File: src/hbdc_pkg.sv
// Purpose: constants shared by the bridge input controller
// Assumes: 10 MHz clock
// Notes:   all timing counts derived from printed times
package hbdc_pkg;
    // ----------------------------------------------------------------
    // timing
    // ----------------------------------------------------------------
    localparam int unsigned CLK_HZ        = 10_000_000;
    localparam int unsigned MIN_PULSE_NS  = 1000;
    localparam int unsigned MIN_GAP_NS    = 1000;
    localparam int unsigned SAFE_GAP_NS   = 500;
    localparam int unsigned NS_PER_S      = 1_000_000_000;
    localparam int unsigned GAP_CYC =
        (MIN_GAP_NS * (CLK_HZ / 1_000_000) + 999) / 1000;
    localparam int unsigned PULSE_CYC =
        (MIN_PULSE_NS * (CLK_HZ / 1_000_000) + 999) / 1000;
    localparam int unsigned SAFE_CYC =
        (SAFE_GAP_NS * (CLK_HZ / 1_000_000) + 999) / 1000;
    // ----------------------------------------------------------------
    // modes and pwm settings
    // ----------------------------------------------------------------
    localparam logic [1:0] MODE_OFF   = 2'h0;
    localparam logic [1:0] MODE_ANTI  = 2'h1;
    localparam logic [1:0] MODE_SIGN  = 2'h2;
    localparam logic [1:0] MODE_BRAKE = 2'h3;
    localparam logic [7:0] HALF_DUTY  = 8'h80;
    localparam int unsigned PERIOD_W  = 8;
    localparam logic [PERIOD_W-1:0] PERIOD_RESET = 8'h64;
endpackage

File: src/hbdc_pin_if.sv
// Purpose: carries the three bridge inputs from sequencer to pins
// Assumes: one clock domain
// Notes:   want is requested level, pin is spaced level
`timescale 1ns/100ps
interface hbdc_pin_if;
    logic [2:0] want;
    logic [2:0] pin;
    logic       busy;
    modport ctl (output want, input pin, input busy);
    modport seq (input want, output pin, output busy);
endinterface

File: src/hbdc_spacer.sv
// Purpose: applies bridge input changes one at a time, spaced apart
// Assumes: want from logic on the same clock
// Notes:   bit 0 direction, bit 1 brake, bit 2 modulation
`timescale 1ns/100ps
module hbdc_spacer #(
    parameter int unsigned GAP = hbdc_pkg::GAP_CYC
) (
    input  wire logic clk_i,
    input  wire logic reset_i,
    hbdc_pin_if.seq   p
);
    // ----------------------------------------------------------------
    // checks
    // ----------------------------------------------------------------
    initial begin
        if (GAP < hbdc_pkg::PULSE_CYC || GAP < hbdc_pkg::SAFE_CYC ||
            GAP > 255) begin
            $error("hbdc_spacer: GAP out of range");
        end
    end
    // ----------------------------------------------------------------
    // spacing
    // ----------------------------------------------------------------
    logic [7:0] gap_cnt;
    logic [2:0] diff;
    logic [2:0] pick;
    assign diff = p.want ^ p.pin;
    // priority: rising modulation first, so it rises before brake rises
    always_comb begin
        pick = 3'h0;
        if (diff[2] && p.want[2]) begin
            pick = 3'h4;
        end else if (diff[1]) begin
            pick = 3'h2;
        end else if (diff[2]) begin
            pick = 3'h4;
        end else if (diff[0]) begin
            pick = 3'h1;
        end
    end
    // one edge per gap window, no edge aligned
    always_ff @(posedge clk_i) begin
        if (reset_i) begin
            p.pin   <= 3'h2; // brake high, modulation low
            gap_cnt <= 8'h00;
        end else if (gap_cnt != 8'h00) begin
            gap_cnt <= gap_cnt - 8'h01;
        end else if (pick != 3'h0) begin
            p.pin   <= p.pin ^ pick;
            gap_cnt <= 8'(GAP - 1); // also holds pulse width
        end
    end
    assign p.busy = (gap_cnt != 8'h00) || (diff != 3'h0);
endmodule

File: src/hbdc_top.sv
// Purpose: motion controller driving an H-bridge's three logic inputs
// Assumes: warning pin is asynchronous, open collector, active low
// Notes:   direction, brake and modulation leave through spacing
//
// Overview of operation
// - controller holds modulation high whenever brake is high, except in off mode (brake high, modulation low)
// - anti-phase mode: modulation high, duty on direction, half is zero
// - sign mode: polarity on direction, duty pulses on modulation
// - space any two input transitions by at least one microsecond
// - keep at least 500 ns between consecutive transitions
// - every input pulse at least one microsecond wide
// - warning is open collector, wired-OR low with pull-up
// - warning treated as interrupt: reduce current or shut down
`timescale 1ns/100ps
module hbdc_top #(
    parameter int unsigned PERIOD_W = hbdc_pkg::PERIOD_W,
    parameter int unsigned GAP      = hbdc_pkg::GAP_CYC
) (
    input  wire logic                clk_i,
    input  wire logic                reset_i,
    input  wire logic [1:0]          mode_i,
    input  wire logic [7:0]          duty_i,
    input  wire logic                dir_i,
    input  wire logic [PERIOD_W-1:0] period_i,
    input  wire logic                warn_n_i,
    input  wire logic                derate_i,
    output logic                     dir_o,
    output logic                     brake_o,
    output logic                     mod_o,
    output logic                     warn_o,
    output logic                     busy_o
);
    // ----------------------------------------------------------------
    // checks
    // ----------------------------------------------------------------
    initial begin
        if (PERIOD_W < 8 || PERIOD_W > 16) begin
            $error("hbdc_top: PERIOD_W out of range");
        end
    end
    // ----------------------------------------------------------------
    // warning input
    // ----------------------------------------------------------------
    logic warn_s1;
    logic warn_s2;
    logic warn_q;
    // two-stage synchroniser on the wired-OR pin
    always_ff @(posedge clk_i) begin
        if (reset_i) begin
            warn_s1 <= 1'b1;
            warn_s2 <= 1'b1;
        end else begin
            warn_s1 <= warn_n_i;
            warn_s2 <= warn_s1;
        end
    end
    // active low warning raises the request level
    always_ff @(posedge clk_i) begin
        if (reset_i) begin
            warn_q <= 1'b0;
        end else begin
            warn_q <= ~warn_s2;
        end
    end
    // ----------------------------------------------------------------
    // pwm timebase
    // ----------------------------------------------------------------
    // each pwm slot is GAP clocks long, so every pulse and gap is spaced
    logic [PERIOD_W-1:0] slot_cnt;
    logic [7:0]          tick_cnt;
    logic [PERIOD_W-1:0] slot_max;
    logic                slot_adv;
    assign slot_max = (period_i < PERIOD_W'(4)) ? PERIOD_W'(4) : period_i;
    assign slot_adv = (tick_cnt == 8'(GAP - 1));
    always_ff @(posedge clk_i) begin
        if (reset_i) begin
            tick_cnt <= 8'h00;
        end else if (slot_adv) begin
            tick_cnt <= 8'h00;
        end else begin
            tick_cnt <= tick_cnt + 8'h01;
        end
    end
    always_ff @(posedge clk_i) begin
        if (reset_i) begin
            slot_cnt <= '0;
        end else if (slot_adv) begin
            if (slot_cnt >= slot_max - PERIOD_W'(1)) begin
                slot_cnt <= '0;
            end else begin
                slot_cnt <= slot_cnt + PERIOD_W'(1);
            end
        end
    end
    // ----------------------------------------------------------------
    // duty compare
    // ----------------------------------------------------------------
    logic [7:0]          eff_duty;
    logic [PERIOD_W+7:0] on_prod;
    logic [PERIOD_W-1:0] on_slots;
    logic                pwm_on;
    // warning derates amplitude to half when enabled
    always_comb begin
        eff_duty = duty_i;
        if (warn_q && derate_i) begin
            if (mode_i == hbdc_pkg::MODE_ANTI) begin
                eff_duty = 8'(({1'b0, duty_i} + {1'b0, hbdc_pkg::HALF_DUTY})
                              >> 1);
            end else begin
                eff_duty = {1'b0, duty_i[7:1]};
            end
        end
    end
    assign on_prod  = slot_max * eff_duty;
    assign on_slots = on_prod[PERIOD_W+7:8];
    assign pwm_on   = slot_cnt < on_slots;
    // ----------------------------------------------------------------
    // requested bridge inputs
    // ----------------------------------------------------------------
    hbdc_pin_if pins ();
    logic [2:0] next_want;
    always_comb begin
        next_want = 3'h0;
        unique case (mode_i)
            hbdc_pkg::MODE_OFF: begin
                next_want = 3'h2; // brake high, modulation low
            end
            hbdc_pkg::MODE_ANTI: begin
                // modulation high, duty on direction
                next_want = {1'b1, 1'b0, pwm_on};
            end
            hbdc_pkg::MODE_SIGN: begin
                // polarity plus amplitude pulses
                next_want = {pwm_on, 1'b0, dir_i};
            end
            hbdc_pkg::MODE_BRAKE: begin
                // brake only with modulation high
                next_want = {1'b1, 1'b1, dir_i};
            end
        endcase
    end
    logic [2:0] want_q;
    always_ff @(posedge clk_i) begin
        if (reset_i) begin
            want_q <= 3'h2;
        end else begin
            want_q <= next_want;
        end
    end
    assign pins.want = want_q;
    hbdc_spacer #(
        .GAP (GAP)
    ) u_spacer (
        .clk_i   (clk_i),
        .reset_i (reset_i),
        .p       (pins)
    );
    // ----------------------------------------------------------------
    // outputs
    // ----------------------------------------------------------------
    always_ff @(posedge clk_i) begin
        if (reset_i) begin
            dir_o   <= 1'b0;
            brake_o <= 1'b1;
            mod_o   <= 1'b0;
            warn_o  <= 1'b0;
            busy_o  <= 1'b0;
        end else begin
            dir_o   <= pins.pin[0];
            brake_o <= pins.pin[1];
            mod_o   <= pins.pin[2];
            warn_o  <= warn_q;
            busy_o  <= pins.busy;
        end
    end
endmodule

File: config.mk
export PLATFORM = sky130hd
export DESIGN_NAME = hbdc_top
export DESIGN_NICKNAME = d
export VERILOG_FILES = /design/src/hbdc_pkg.sv /design/src/hbdc_pin_if.sv /design/src/hbdc_spacer.sv /design/src/hbdc_top.sv
export SDC_FILE = /design/constraint.sdc
export NUM_CORES = 1
export LEC_CHECK = 0
export BUFFER_PORTS_ARGS = -buffer_cell sky130_fd_sc_hd__buf_2
export CELL_PAD_IN_SITES_DETAIL_PLACEMENT = 0
export CELL_PAD_IN_SITES_GLOBAL_PLACEMENT = 1
export CORE_ASPECT_RATIO = 1.75
export CORE_MARGIN = 2
export CORE_UTILIZATION = 43
export CTS_CLUSTER_SIZE = 25
export DETAILED_ROUTE_END_ITERATION = 7
export PLACE_DENSITY_LB_ADDON = 0.1
export SYNTH_ARGS = -nofsm -noshare
export SYNTH_HDL_FRONTEND = slang
export SYNTH_SLANG_ARGS = --single-unit
File: constraint.sdc
create_clock -name clk_i -period 8.7 [get_ports clk_i]
set_clock_uncertainty 0.2 [all_clocks]
set_input_delay 1.74 -clock clk_i [delete_from_list [all_inputs] [get_ports clk_i]]
set_output_delay 1.74 -clock clk_i [all_outputs]
set_load 0.02 [all_outputs]
==> results of run 1 <==
==> Yosys cell counts (all sizes together), types with 3 or more instances <==
| cell type | number |
|---|---|
| inv | 53 |
| nor2b | 44 |
| o21ai | 12 |
| ha | 60 |
| o21a | 3 |
| nand2b | 10 |
| xor2 | 17 |
| or3 | 3 |
| a21o | 4 |
| a211oi | 3 |
| nand3 | 9 |
| nor3 | 10 |
| a21oi | 11 |
| or2 | 7 |
| xnor2 | 13 |
| dfxtp | 38 |
| buf | 4 |
| mux2i | 10 |
| clkbuf | 6 |
| and3 | 5 |
| or4 | 6 |
| nand2 | 20 |
| nor2 | 55 |
| fa | 35 |
| nor4 | 3 |
==> per-stage QoR <==
| step | instances | area [um^2] |
|---|---|---|
| floorplan | 469 | 4210 |
| global placement | 626 | 4580 |
| detailed placement | 626 | 4580 |
| CTS | 634 | 4730 |
| global route | 634 | 4740 |
| finish | 634 | 4740 |
==> metal layers <==
metal	track usage	part of all wire	up-vias
met5	0	0	-
met3	0.0127	0.017	17
met4	0.0699	0.025	0
li1	-	-	1639
met2	0.406	0.57	48
met1	0.203	0.39	1604
==> critical path: stages <==
cell and delay, ps:
sky130_fd_sc_hd__buf_2 110, sky130_fd_sc_hd__or4_4 540, sky130_fd_sc_hd__or3_4 360, sky130_fd_sc_hd__nor2b_4 140, sky130_fd_sc_hd__or2_1 210, sky130_fd_sc_hd__fa_1 470
sky130_fd_sc_hd__fa_1 550, sky130_fd_sc_hd__inv_1 60, sky130_fd_sc_hd__fa_1 530, sky130_fd_sc_hd__inv_1 50, sky130_fd_sc_hd__fa_1 530, sky130_fd_sc_hd__inv_1 40
sky130_fd_sc_hd__ha_1 300, sky130_fd_sc_hd__a211o_1 270, sky130_fd_sc_hd__o21ai_0 190, sky130_fd_sc_hd__a21oi_1 120, sky130_fd_sc_hd__o31ai_2 300, sky130_fd_sc_hd__nand2b_1 100
sky130_fd_sc_hd__xnor2_1 130, sky130_fd_sc_hd__ha_1 320, sky130_fd_sc_hd__a2111oi_2 370, sky130_fd_sc_hd__buf_4 170, sky130_fd_sc_hd__o21ai_0 80, sky130_fd_sc_hd__nor3_1 150
sky130_fd_sc_hd__mux2_1 170, sky130_fd_sc_hd__o21ai_1 80, sky130_fd_sc_hd__a211oi_2 210
==> path summary, 6_finish.rpt <==
check	startpoint	endpoint	slack (ps)	cells past startpoint
hold reg to reg	warn_s2$_SDFF_PP1_	warn_q$_SDFF_PP0_	170	1
hold / removal	warn_s2$_SDFF_PP1_	warn_q$_SDFF_PP0_	170	1
setup reg to reg	warn_q$_SDFF_PP0_	pins.want[0]$_SDFF_PP0_	2030	22
setup / recovery	period_i[3]	pins.want[0]$_SDFF_PP0_	400	27
==> where the power goes <==
group | switching [uW] | internal [uW]
Sequential | 16.1 | 197
Clock | 66.2 | 113
Combinational | 330 | 264
==> final cells by class <==
| cell class | instances | share of cell area |
|---|---|---|
| Clock inverter | 1 | 0.00106 |
| Timing Repair Buffer | 45 | 0.0570 |
| Sequential cell | 38 | 0.160 |
| Clock buffer | 7 | 0.0301 |
| Multi-Input combinational cell | 368 | 0.677 |
| Tap cell | 122 | 0.0322 |
| Inverter | 53 | 0.0420 |
==> cells by family after synthesis <==
group,synth area share
simple gates,0.241
fa+ha+maj,0.344
buf+inv,0.0603
compound gates,0.0831
flops,0.181
xor+xnor,0.0641
mux,0.0264
==> state kept, by name (all words and copies together) (netlist names), named ones only <==
register,flops
u_spacer.p.pin,2
u_spacer.gap_cnt,8
warn_q,1
pins.want,3
dir_o,1
brake_o,1
tick_cnt,8
mod_o,1
slot_cnt,8
warn_o,1
warn_s1,1
warn_s2,1
busy_o,1
==> results, run 1 <==
- The synthesized netlist occupies a cell area of 0.00421 mm^2.
- Summing all multi-input logic gate instances after layout gives ~0.0032 mm^2.
- For this run, the top clock speed supported by timing is ~120 MHz.
- When the netlist entered floorplanning its net count stood at 587.
- The worst setup path is launched from an input port.
- Ranked by total cell area, the synthesized netlist is headed by sky130_fd_sc_hd__dfxtp_1, sky130_fd_sc_hd__ha_1, sky130_fd_sc_hd__fa_1, sky130_fd_sc_hd__nor2b_1, sky130_fd_sc_hd__nor2_1.
- The filler cells instantiated in the layout total approximately 980.
- Entering global routing, the biggest net connects 26 pins.
- The worst setup path is captured at a register.
- The detailed router finished its first iteration with 91 violations.
- The hold violation total from the final report is 0.
- The share of post-route cells with drive strength above 1 is 0.150.
- The horizontal die dimension is between 70 and 80 um.
- After detailed routing, the total wire length is 9.77 mm.
- CTS built an H-tree with a depth of 2.
- The slew at the pin with the worst max-slew slack is about 570 ps.
- In this run the standard cell core region covers 0.00953 mm^2.
- The final net count is 629.
- The final routed DRC violation total is 0.
- The most used flip-flop cell after synthesis is sky130_fd_sc_hd__dfxtp_1.
- The hold buffer count at CTS is 0.
- The first-pass GRT wire length is 16.4 mm.
- The power density over the cells is roughly 210 mW/mm^2.
- For this run, the share of the core covered by cells in the final layout is 0.498.
- The worst path needs 8300 ps of the cycle, external delays included.
- The number of warnings issued by yosys is 0.
- The vertical die dimension is between 100 and 150 um.
- Counting flops and latches in the post-synthesis netlist gives 38.
- In this run the deepest clock path goes through 2 buffers.
- The repair_antennas step left the layout with diodes totalling 0.
- On the final layout, the worst hold slack is 173 ps.
- The most common library cell in the layout ignoring fill and taps is sky130_fd_sc_hd__ha_1.
- The via count is 3308.
- 28 I/O pins were placed.
- Max-cap violations in this run came to 0.
- Summing internal, switching and leakage power gives roughly 990 uW.
- The number of pins exceeding their max-slew limit in the final report is 0.
- At the later pin of the worst-skew pair, clock insertion delay measures 280 ps.
- The synthesized area divided by synthesized cell count is roughly 9.0 um^2.
- Summed over all instances, the cell type with the most area after synthesis is sky130_fd_sc_hd__dfxtp_1.
- In the post-route analysis, the smallest setup slack over all paths is 396 ps.
- In the global route stage, overall resource usage came out at 0.198.
- The number of distinct library cell variants in the gate-level netlist after synthesis is 61.
- The largest driver fanout on the critical path is 3.
- The tightest min-delay check is of the reg -> reg type.
- The run finished with clean final reports.
- The half-perimeter wire length after placement is 8.11 mm.
- The global placement routability congestion is 0.851.
- The maximum resistive drop on vdd is 235 uV.
- The final clock period utilization by the worst path is 0.954.
- The share of synthesized registers carrying an async set or reset is 0.
- Setup repair after global routing left no endpoint under its margin.
- The setup TNS is 0 ps.
- The number of sinks handled by clock tree synthesis is 38.
- TritonCTS built the clock tree.
- Registers take 761 um^2.
- The area growth from synthesis to layout is 12.5%.
- The synthesized design contains 0 enable-type register cells.
- After clock tree synthesis, the clock-pin slew on the worst setup and hold paths is 60 ps.
- The vias per cell is 5.22.
- Prior to clock tree synthesis, the placed netlist has a worst setup slack of -25.4 ps.
- The cell sitting at the root of the clock tree is a sky130_fd_sc_hd__clkbuf_16.
- In this run the static leakage power is 0.00234 uW.
- The post-synthesis sequential area ratio is 0.181.
- The relative max-transition margin is 0.618.
- After detailed routing, the average wire length per cell comes to 15.4 um.
- The quantity of I/O buffers inserted on ports is 27.
- The floorplan has 47 rows.
- The final antenna-violating net count is 0.
- The total global routing overflow is 0.
- The number of setup violations in the final report is 0.
- The die covers 0.0106 mm^2.
- The number of iterations in the first detailed-routing pass is 6.
- The number of buffers added for setup after CTS is 0.
- Data on the critical path is required at its endpoint by 8700 ps.
- The data arrival time of the worst path is 8300 ps.
- The library cells used most frequently in the layout, excluding fill and tap cells, are sky130_fd_sc_hd__ha_1, sky130_fd_sc_hd__nor2_1, sky130_fd_sc_hd__inv_1, sky130_fd_sc_hd__nor2b_1, sky130_fd_sc_hd__dfxtp_1.
- The initial standard-cell utilization of the core is 0.442.
- The number of gates resized after cts is 0.
- The number of buffers created by CTS is 5.
- The via count of the first global-routing pass is between 3k and 4k.
- Counting every instance in the synthesized netlist gives about 470.
- The critical path start-end classification is in -> reg.
- The share of synthesized area in the top cell type comes to 0.181.
- The initial antenna violation count was 0.
Power figures use the tool's default switching activity.
==> inputs of run 2 (changes only) <==
ABC_AREA = 1   (was default)
CORE_UTILIZATION = 42   (was 43)
==> run 2 against run 1 <==
Effect of this change: sequential share of layout area up 0.61 points; sequential power up 2%; critical endpoint is now pins.want[2]$_SDFF_PP0_; cell count up 11%.
==> results, run 2 <==
- The power density over the cells is 212 mW/mm^2 (+2.0%).
- The total track usage is 0.187 (-0.0113).
- In the layout the commonest cells are sky130_fd_sc_hd__inv_1, sky130_fd_sc_hd__nor2_1, sky130_fd_sc_hd__nand2_1, sky130_fd_sc_hd__ha_1, sky130_fd_sc_hd__dfxtp_1.
- The area of the mapped netlist is 0.00414 mm^2 (-1.7%).
- The relative max-transition margin is 0.642 (+0.0244).
- Relative to the synthesized area, the layout overhead comes to 10.3%.
- The net count after synthesis is 664 (+13%).
- The reg-to-reg setup timing slack was 2600 ps (+570 ps).
- The number of iterations in the first detailed-routing pass is 4 (-2).
- The via count of the first global-routing pass was 3594 (-0.33%).
- The worst setup path startpoint is mode_i[1].
- The element type at the critical path start is an input port.
- The first-pass GRT wire length came to 15.9 mm (-3.4%).
- The CTS H-tree depth was 2 (unchanged).
- Counting stages on the worst path, the most repeated cell is sky130_fd_sc_hd__inv_1.
- The buffer cell driving the clock tree root is sky130_fd_sc_hd__clkbuf_16.
- The final antenna-violating net count is 0 (unchanged).
- The largest total area in the synthesized netlist belongs to sky130_fd_sc_hd__dfxtp_1.
- The area used by sequential logic in the layout came to 761 um^2 (unchanged).
- The quantity of I/O buffers inserted on ports is 27 (unchanged).
- The most common library cell in the layout ignoring fill and taps is sky130_fd_sc_hd__inv_1.
- In the final layout, the registers with the most flip-flops are slot_cnt x8, tick_cnt x8, u_spacer.gap_cnt x8.
- The clock latency at the later pin of the worst-skew pair is 280 ps (about the same).
- The startpoint identified for the worst hold timing path is warn_s2$_SDFF_PP1_.
- The global placement routability congestion is 0.799 (-6.1%).
- The number of flops mapped to enable cells by yosys is 0 (unchanged).
- The largest driver fanout on the critical path is 5 (+2).
- The worst-case clock buffer depth is 2 (unchanged).
- The number of buffers added for setup after CTS is 0 (unchanged).
- The sort of element at the end of the critical path is a register.
- The slew at the pin with the worst max-slew slack came to 532 ps (-38.3 ps).
- The most used flip-flop cell after synthesis is sky130_fd_sc_hd__dfxtp_1.
- The type of the worst min-delay path is reg -> reg.
- The total global routing overflow came to 0 (unchanged).
- The setup TNS was 0 ps (unchanged).
- The post-placement worst setup slack is 871 ps (+896 ps).
- The number of buffers created by CTS is 5 (unchanged).
- The number of warnings issued by yosys is 0 (unchanged).
- The number of gates resized after cts is 0 (unchanged).
- The number of instances in the synthesized netlist is 546 (+16%).
- The endpoint of the most critical register-to-register path is pins.want[2]$_SDFF_PP0_.
- The final clock period utilization by the worst path came to 0.865 (-0.0899).
- The count of maximum capacitance violations is 0 (unchanged).
- The number of design-rule violations left by the first detailed-router iteration was 84 (-7.7%).
- The critical path's largest stage delay is 570 ps (+20 ps).
- The number of distinct library cell variants in the gate-level netlist after synthesis came to 37 (-39%).
- The half-perimeter wire length after placement was 7.72 mm (-4.9%).
- The hold violation total from the final report is 0 (unchanged).
- The destination of the worst hold path is warn_q$_SDFF_PP0_.
- The data arrival time of the worst path is 7540 ps (-760 ps).
- The pin count of the biggest net entering global routing is 16 (-38%).
- The post-synthesis sequential area ratio is 0.184 (+0.00316).
- TritonCTS built the clock tree.
- The number of top-level pins is 28 (unchanged).
- The achievable frequency is 133 MHz (+10%).
- The worst path required time is 8710 ps (about the same).
- The critical-path cell with the highest stage delay is sky130_fd_sc_hd__fa_1.
- The most common cell in the synthesized netlist is sky130_fd_sc_hd__inv_1.
- The leakage power of the design is 0.00239 uW (+2.1%).
- The total number of placement rows was 48 (+2.1%).
- The worst-case reg-to-reg path depth was 29 (+32%).
- The number of setup violations in the final report was 0 (unchanged).
- In the post-synthesis netlist, the biggest area contributors are sky130_fd_sc_hd__dfxtp_1, sky130_fd_sc_hd__ha_1, sky130_fd_sc_hd__fa_1, sky130_fd_sc_hd__inv_1, sky130_fd_sc_hd__nor2_1.
- The top cell type's share of synthesized area is 0.184 (+0.00316).
- The multi-input gate area in the final layout was 0.00294 mm^2 (-8.5%).
- The total of flip-flops plus latches after synthesis is 38 (unchanged).
- The final net count is 695 (+10%).
- The share of synthesized registers carrying an async set or reset is 0 (unchanged).
- The flow ran to the end, and the final reports show no timing, DRC or antenna violations.
- The cell family contributing the most delay on the critical path is adder cells.
- The wire length per cell after detailed routing is 12.9 um (-16%).
- The initial standard-cell utilization of the core is 0.426 (-0.0167).
- The total of fill cells in the finished design is 1007 (+2.9%).
- The vias per cell is 4.84 (-7.3%).
- The minimum setup slack in the final design was 1180 ps (+782 ps).
- The horizontal die dimension is 79.1 um (+0.29%).
- The source of the worst register-to-register timing path is warn_q$_SDFF_PP0_.
- The number of sinks handled by clock tree synthesis came to 38 (unchanged).
- The critical path start-end classification is in -> reg.
- The synthesized area divided by synthesized cell count came to 7.59 um^2 (-16%).
- The placeable core region was 0.00973 mm^2 (+2.1%).
- The initial antenna violation count came to 0 (unchanged).
- The via count was 3401 (+2.8%).
- The number of pins exceeding their max-slew limit in the final report is 0 (unchanged).
- The maximum resistive drop on vdd is 185 uV (-21%).
- The diode insertion count for antenna repair is 0 (unchanged).
- Setup repair after global routing left no endpoint under its margin.
- The die area is 0.0107 mm^2 (+0.59%).
- The final routed wirelength across all metal layers is 9.07 mm (-7.1%).
- The vertical die dimension is 135 um (+0.30%).
- The final routed DRC violation total was 0 (unchanged).
- The clock transition at the registers of the reported paths is 60 ps (about the same).
- The minimum clock period after layout is 7520 ps (-782 ps).
- By count the netlist is led by sky130_fd_sc_hd__inv_1, sky130_fd_sc_hd__nor2_1, sky130_fd_sc_hd__nand2_1.
- The number of cells on the worst hold path is 1 (unchanged).
- The combined buffer and inverter count along the critical path is 7 (+2).
- The hold buffer count at CTS is 0 (unchanged).
- The share of post-route cells with drive strength above 1 is 0.107 (-0.0431).
[run 2: how the worst max path moves through the flow]
stage / slack [ps] / depth (start not counted) / end
after floorplan: 1430 / 32 / pins.want[2]$_SDFF_PP0_
after global placement: 950 / 33 / pins.want[2]$_SDFF_PP0_
after detailed placement: 870 / 33 / pins.want[0]$_SDFF_PP0_
after CTS: 1160 / 33 / pins.want[2]$_SDFF_PP0_
after global routing: 660 / 33 / pins.want[0]$_SDFF_PP0_
final: 1180 / 33 / pins.want[2]$_SDFF_PP0_
[run 2: area by class of cell]
type                            count  share of cell area
Clock inverter                      1             0.00110
Inverter                          115              0.0945
Timing Repair Buffer               27              0.0296
Clock buffer                        7              0.0312
Multi-Input combinational cell    390               0.643
Sequential cell                    38               0.166
Tap cell                          125              0.0342
[run 2: where the power goes]
part | internal [uW] | switching [uW] | leakage, uW
Clock | 113 | 67.5 | 0.0000739
Combinational | 227 | 342 | 0.00200
Sequential | 203 | 15.8 | 0.000311
[run 2: layer usage]
layer / share of wire / vias up / routed length [um] / global-route usage
met2: 0.55 / 47 / 4980 / 0.365
met5: 0 / - / 0 / 0
li1: - / 1756 / - / -
met4: 0.029 / 0 / 260 / 0.0766
met1: 0.40 / 1583 / 3610 / 0.199
met3: 0.023 / 15 / 210 / 0.0160
[run 2: metrics by stage]
| stage | area, um^2 | total power [uW] | utilization | std cells | hold WS [ps] |
|---|---|---|---|---|---|
| floorplan | 4140 | 672 | - | 546 | 163 |
| global placement | 4420 | 788 | 0.454 | 695 | 171 |
| detailed placement | 4420 | 799 | 0.454 | 695 | 166 |
| CTS | 4570 | 988 | 0.470 | 703 | 175 |
| global route | 4570 | 1090 | 0.470 | 703 | 194 |
| finish | 4570 | 969 | 0.470 | 703 | 175 |
[run 2: cells by family after synthesis]
logic type / share of synthesized area
AND/OR/NAND/NOR: 0.244
buffers and inverters: 0.107
adder cells (fa/ha/maj): 0.350
AO/OA/AOI/OAI: 0.0746
flip-flops: 0.184
XOR/XNOR: 0.0399
==> inputs of run 3 (changes only) <==
RECOVER_POWER = 50   (was default)
==> run 3 against run 2 <==
Effect of this change: clock power is essentially flat; cell count unchanged; maximum frequency unchanged; total power barely moved; die area is the same; core utilization barely moved; critical endpoint unchanged; highest routed layer unchanged.
==> results, run 3 (synthesis gave the netlist of run 2 again) <==
- The final routed DRC violation total was 0 (unchanged).
- The number of buffers added for setup after CTS was 0 (unchanged).
- The final routed wirelength across all metal layers was 9.07 mm (about the same).
- The vias per cell was 4.84 (unchanged).
- The initial antenna violation count is 0 (unchanged).
- The sort of element at the end of the critical path is a register.
- The global placement routability congestion is 0.799 (unchanged).
- The maximum resistive drop on vdd was 187 uV (+0.86%).
- The half-perimeter wire length after placement is 7.72 mm (unchanged).
- The diode insertion count for antenna repair is 0 (unchanged).
- The vertical die dimension is 135 um (unchanged).
- The critical path start-end classification is in -> reg.
- The largest driver fanout on the critical path is 5 (unchanged).
- The first-pass GRT wire length is 15.9 mm (unchanged).
- The total global routing overflow came to 0 (unchanged).
- The relative max-transition margin is 0.581 (-0.0611).
- The number of iterations in the first detailed-routing pass is 4 (unchanged).
- The final antenna-violating net count is 0 (unchanged).
- The number of gates resized after cts was 0 (unchanged).
- The number of top-level pins was 28 (unchanged).
- The final clock period utilization by the worst path was 0.865 (about the same).
- The horizontal die dimension is 79.1 um (unchanged).
- The critical path's largest stage delay is 570 ps (about the same).
- The critical-path cell with the highest stage delay is sky130_fd_sc_hd__fa_1.
- The number of pins exceeding their max-slew limit in the final report is 0 (unchanged).
- The leakage power of the design is 0.00238 uW (-0.30%).
- The number of buffers created by CTS is 5 (unchanged).
- The share of post-route cells with drive strength above 1 is 0.104 (-0.00346).
- The number of setup violations in the final report is 0 (unchanged).
- The hold buffer count at CTS was 0 (unchanged).
- The count of maximum capacitance violations is 0 (unchanged).
- The worst path required time was 8710 ps (about the same).
- The most numerous cell type found on the critical path is sky130_fd_sc_hd__inv_1.
- The setup TNS is 0 ps (unchanged).
- The total track usage is 0.187 (unchanged).
- The number of sinks handled by clock tree synthesis is 38 (unchanged).
- The power density over the cells was 212 mW/mm^2 (about the same).
- Leaving out fill and tap cells, the most frequent cells in the layout are sky130_fd_sc_hd__inv_1, sky130_fd_sc_hd__nor2_1, sky130_fd_sc_hd__nand2_1, sky130_fd_sc_hd__ha_1, sky130_fd_sc_hd__dfxtp_1.
- STA classifies the critical path startpoint as an input port.
- The data arrival time of the worst path is 7540 ps (about the same).
- The flow ran to the end, and the final reports show no timing, DRC or antenna violations.
- The die area is 0.0107 mm^2 (unchanged).
- Setup repair after global routing left no endpoint under its margin.
- The total number of placement rows is 48 (unchanged).
- The initial standard-cell utilization of the core is 0.426 (unchanged).
- The utilization of the core after routing is 0.469 (about the same).
- The final net count is 695 (unchanged).
- The library cell used most frequently in the layout, excluding fill and tap cells, is sky130_fd_sc_hd__inv_1.
- In the final layout, the registers with the most flip-flops are slot_cnt x8, tick_cnt x8, u_spacer.gap_cnt x8.
- The area used by sequential logic in the layout is 761 um^2 (unchanged).
- The multi-input gate area in the final layout is 0.00294 mm^2 (unchanged).
- The pin count of the biggest net entering global routing came to 16 (unchanged).
- The clock transition at the registers of the reported paths is 60 ps (about the same).
- The slew at the pin with the worst max-slew slack was 628 ps (+96.0 ps).
- The placeable core region came to 0.00973 mm^2 (unchanged).
- The wire length per cell after detailed routing was 12.9 um (about the same).
- The area growth from synthesis to layout was 10.3% (about the same).
- The achievable frequency came to 133 MHz (unchanged).
- TritonCTS built the clock tree.
- The clock latency at the later pin of the worst-skew pair is 280 ps (about the same).
- The total of fill cells in the finished design is 1008 (+0.099%).
- The via count of the first global-routing pass is 3594 (unchanged).
- CTS placed an instance of sky130_fd_sc_hd__clkbuf_16 at the clock tree root.
- The worst-case clock buffer depth was 2 (unchanged).
- The CTS H-tree depth is 2 (unchanged).
- The via count is 3401 (unchanged).
- The hold violation total from the final report came to 0 (unchanged).
- The quantity of I/O buffers inserted on ports is 27 (unchanged).
- The number of design-rule violations left by the first detailed-router iteration is 84 (unchanged).
- The path class of the tightest hold or removal check is reg -> reg.
- The minimum clock period after layout is 7520 ps (+0.0200 ps).
[run 3: cell types whose count changed in the layout (fill, tap and decap cells not counted)]
cell / previous run / this run
sky130_fd_sc_hd__clkbuf_1: 1 / 3
sky130_fd_sc_hd__buf_2: 27 / 25
[run 3: critical path: cells and delay by family]
| kind | cells | cell delay [ps] |
|---|---|---|
| buf+inv | 7 | 460 |
| xor+xnor | 1 | 170 |
| fa+ha+maj | 8 | 3230 |
| compound gates | 6 | 1040 |
| simple gates | 11 | 910 |
[run 3: final cells by class]
type                            instances  share of cell area
Clock buffer                            7              0.0312
Clock inverter                          1             0.00110
Inverter                              115              0.0945
Multi-Input combinational cell        390               0.643
Sequential cell                        38               0.167
Tap cell                              125              0.0342
Timing Repair Buffer                   27              0.0290
[run 3: per-layer routing]
layer | track usage | part of all wire
met1 | 0.199 | 0.40
met2 | 0.365 | 0.55
met3 | 0.0160 | 0.023
met4 | 0.0766 | 0.029
met5 | 0 | 0
[run 3: power by group]
| group | internal (uW) | switching (uW) |
|---|---|---|
| Sequential | 203 | 15.9 |
| Clock | 113 | 67.5 |
| Combinational | 227 | 342 |
| Total | 543 | 426 |
[run 3: worst paths after layout]
check                startpoint                       to  slack (ps)  cells past startpoint
max                   mode_i[1]  pins.want[2]$_SDFF_PP0_        1180                     33
min          warn_s2$_SDFF_PP1_        warn_q$_SDFF_PP0_         170                      1
max reg2reg   warn_q$_SDFF_PP0_  pins.want[2]$_SDFF_PP0_        2600                     29
min reg2reg  warn_s2$_SDFF_PP1_        warn_q$_SDFF_PP0_         170                      1
[run 3: stage by stage]
stage	total power (uW)	setup slack (ps)	instances	hold slack, ps	cell area, um^2
3_3_place_gp	788	951	695	171	4420
6_report	969	1180	703	175	4570
4_1_cts	988	1160	703	175	4570
2_1_floorplan	672	1430	546	163	4140
5_1_grt	1090	657	703	194	4570
3_5_place_dp	799	871	695	166	4420
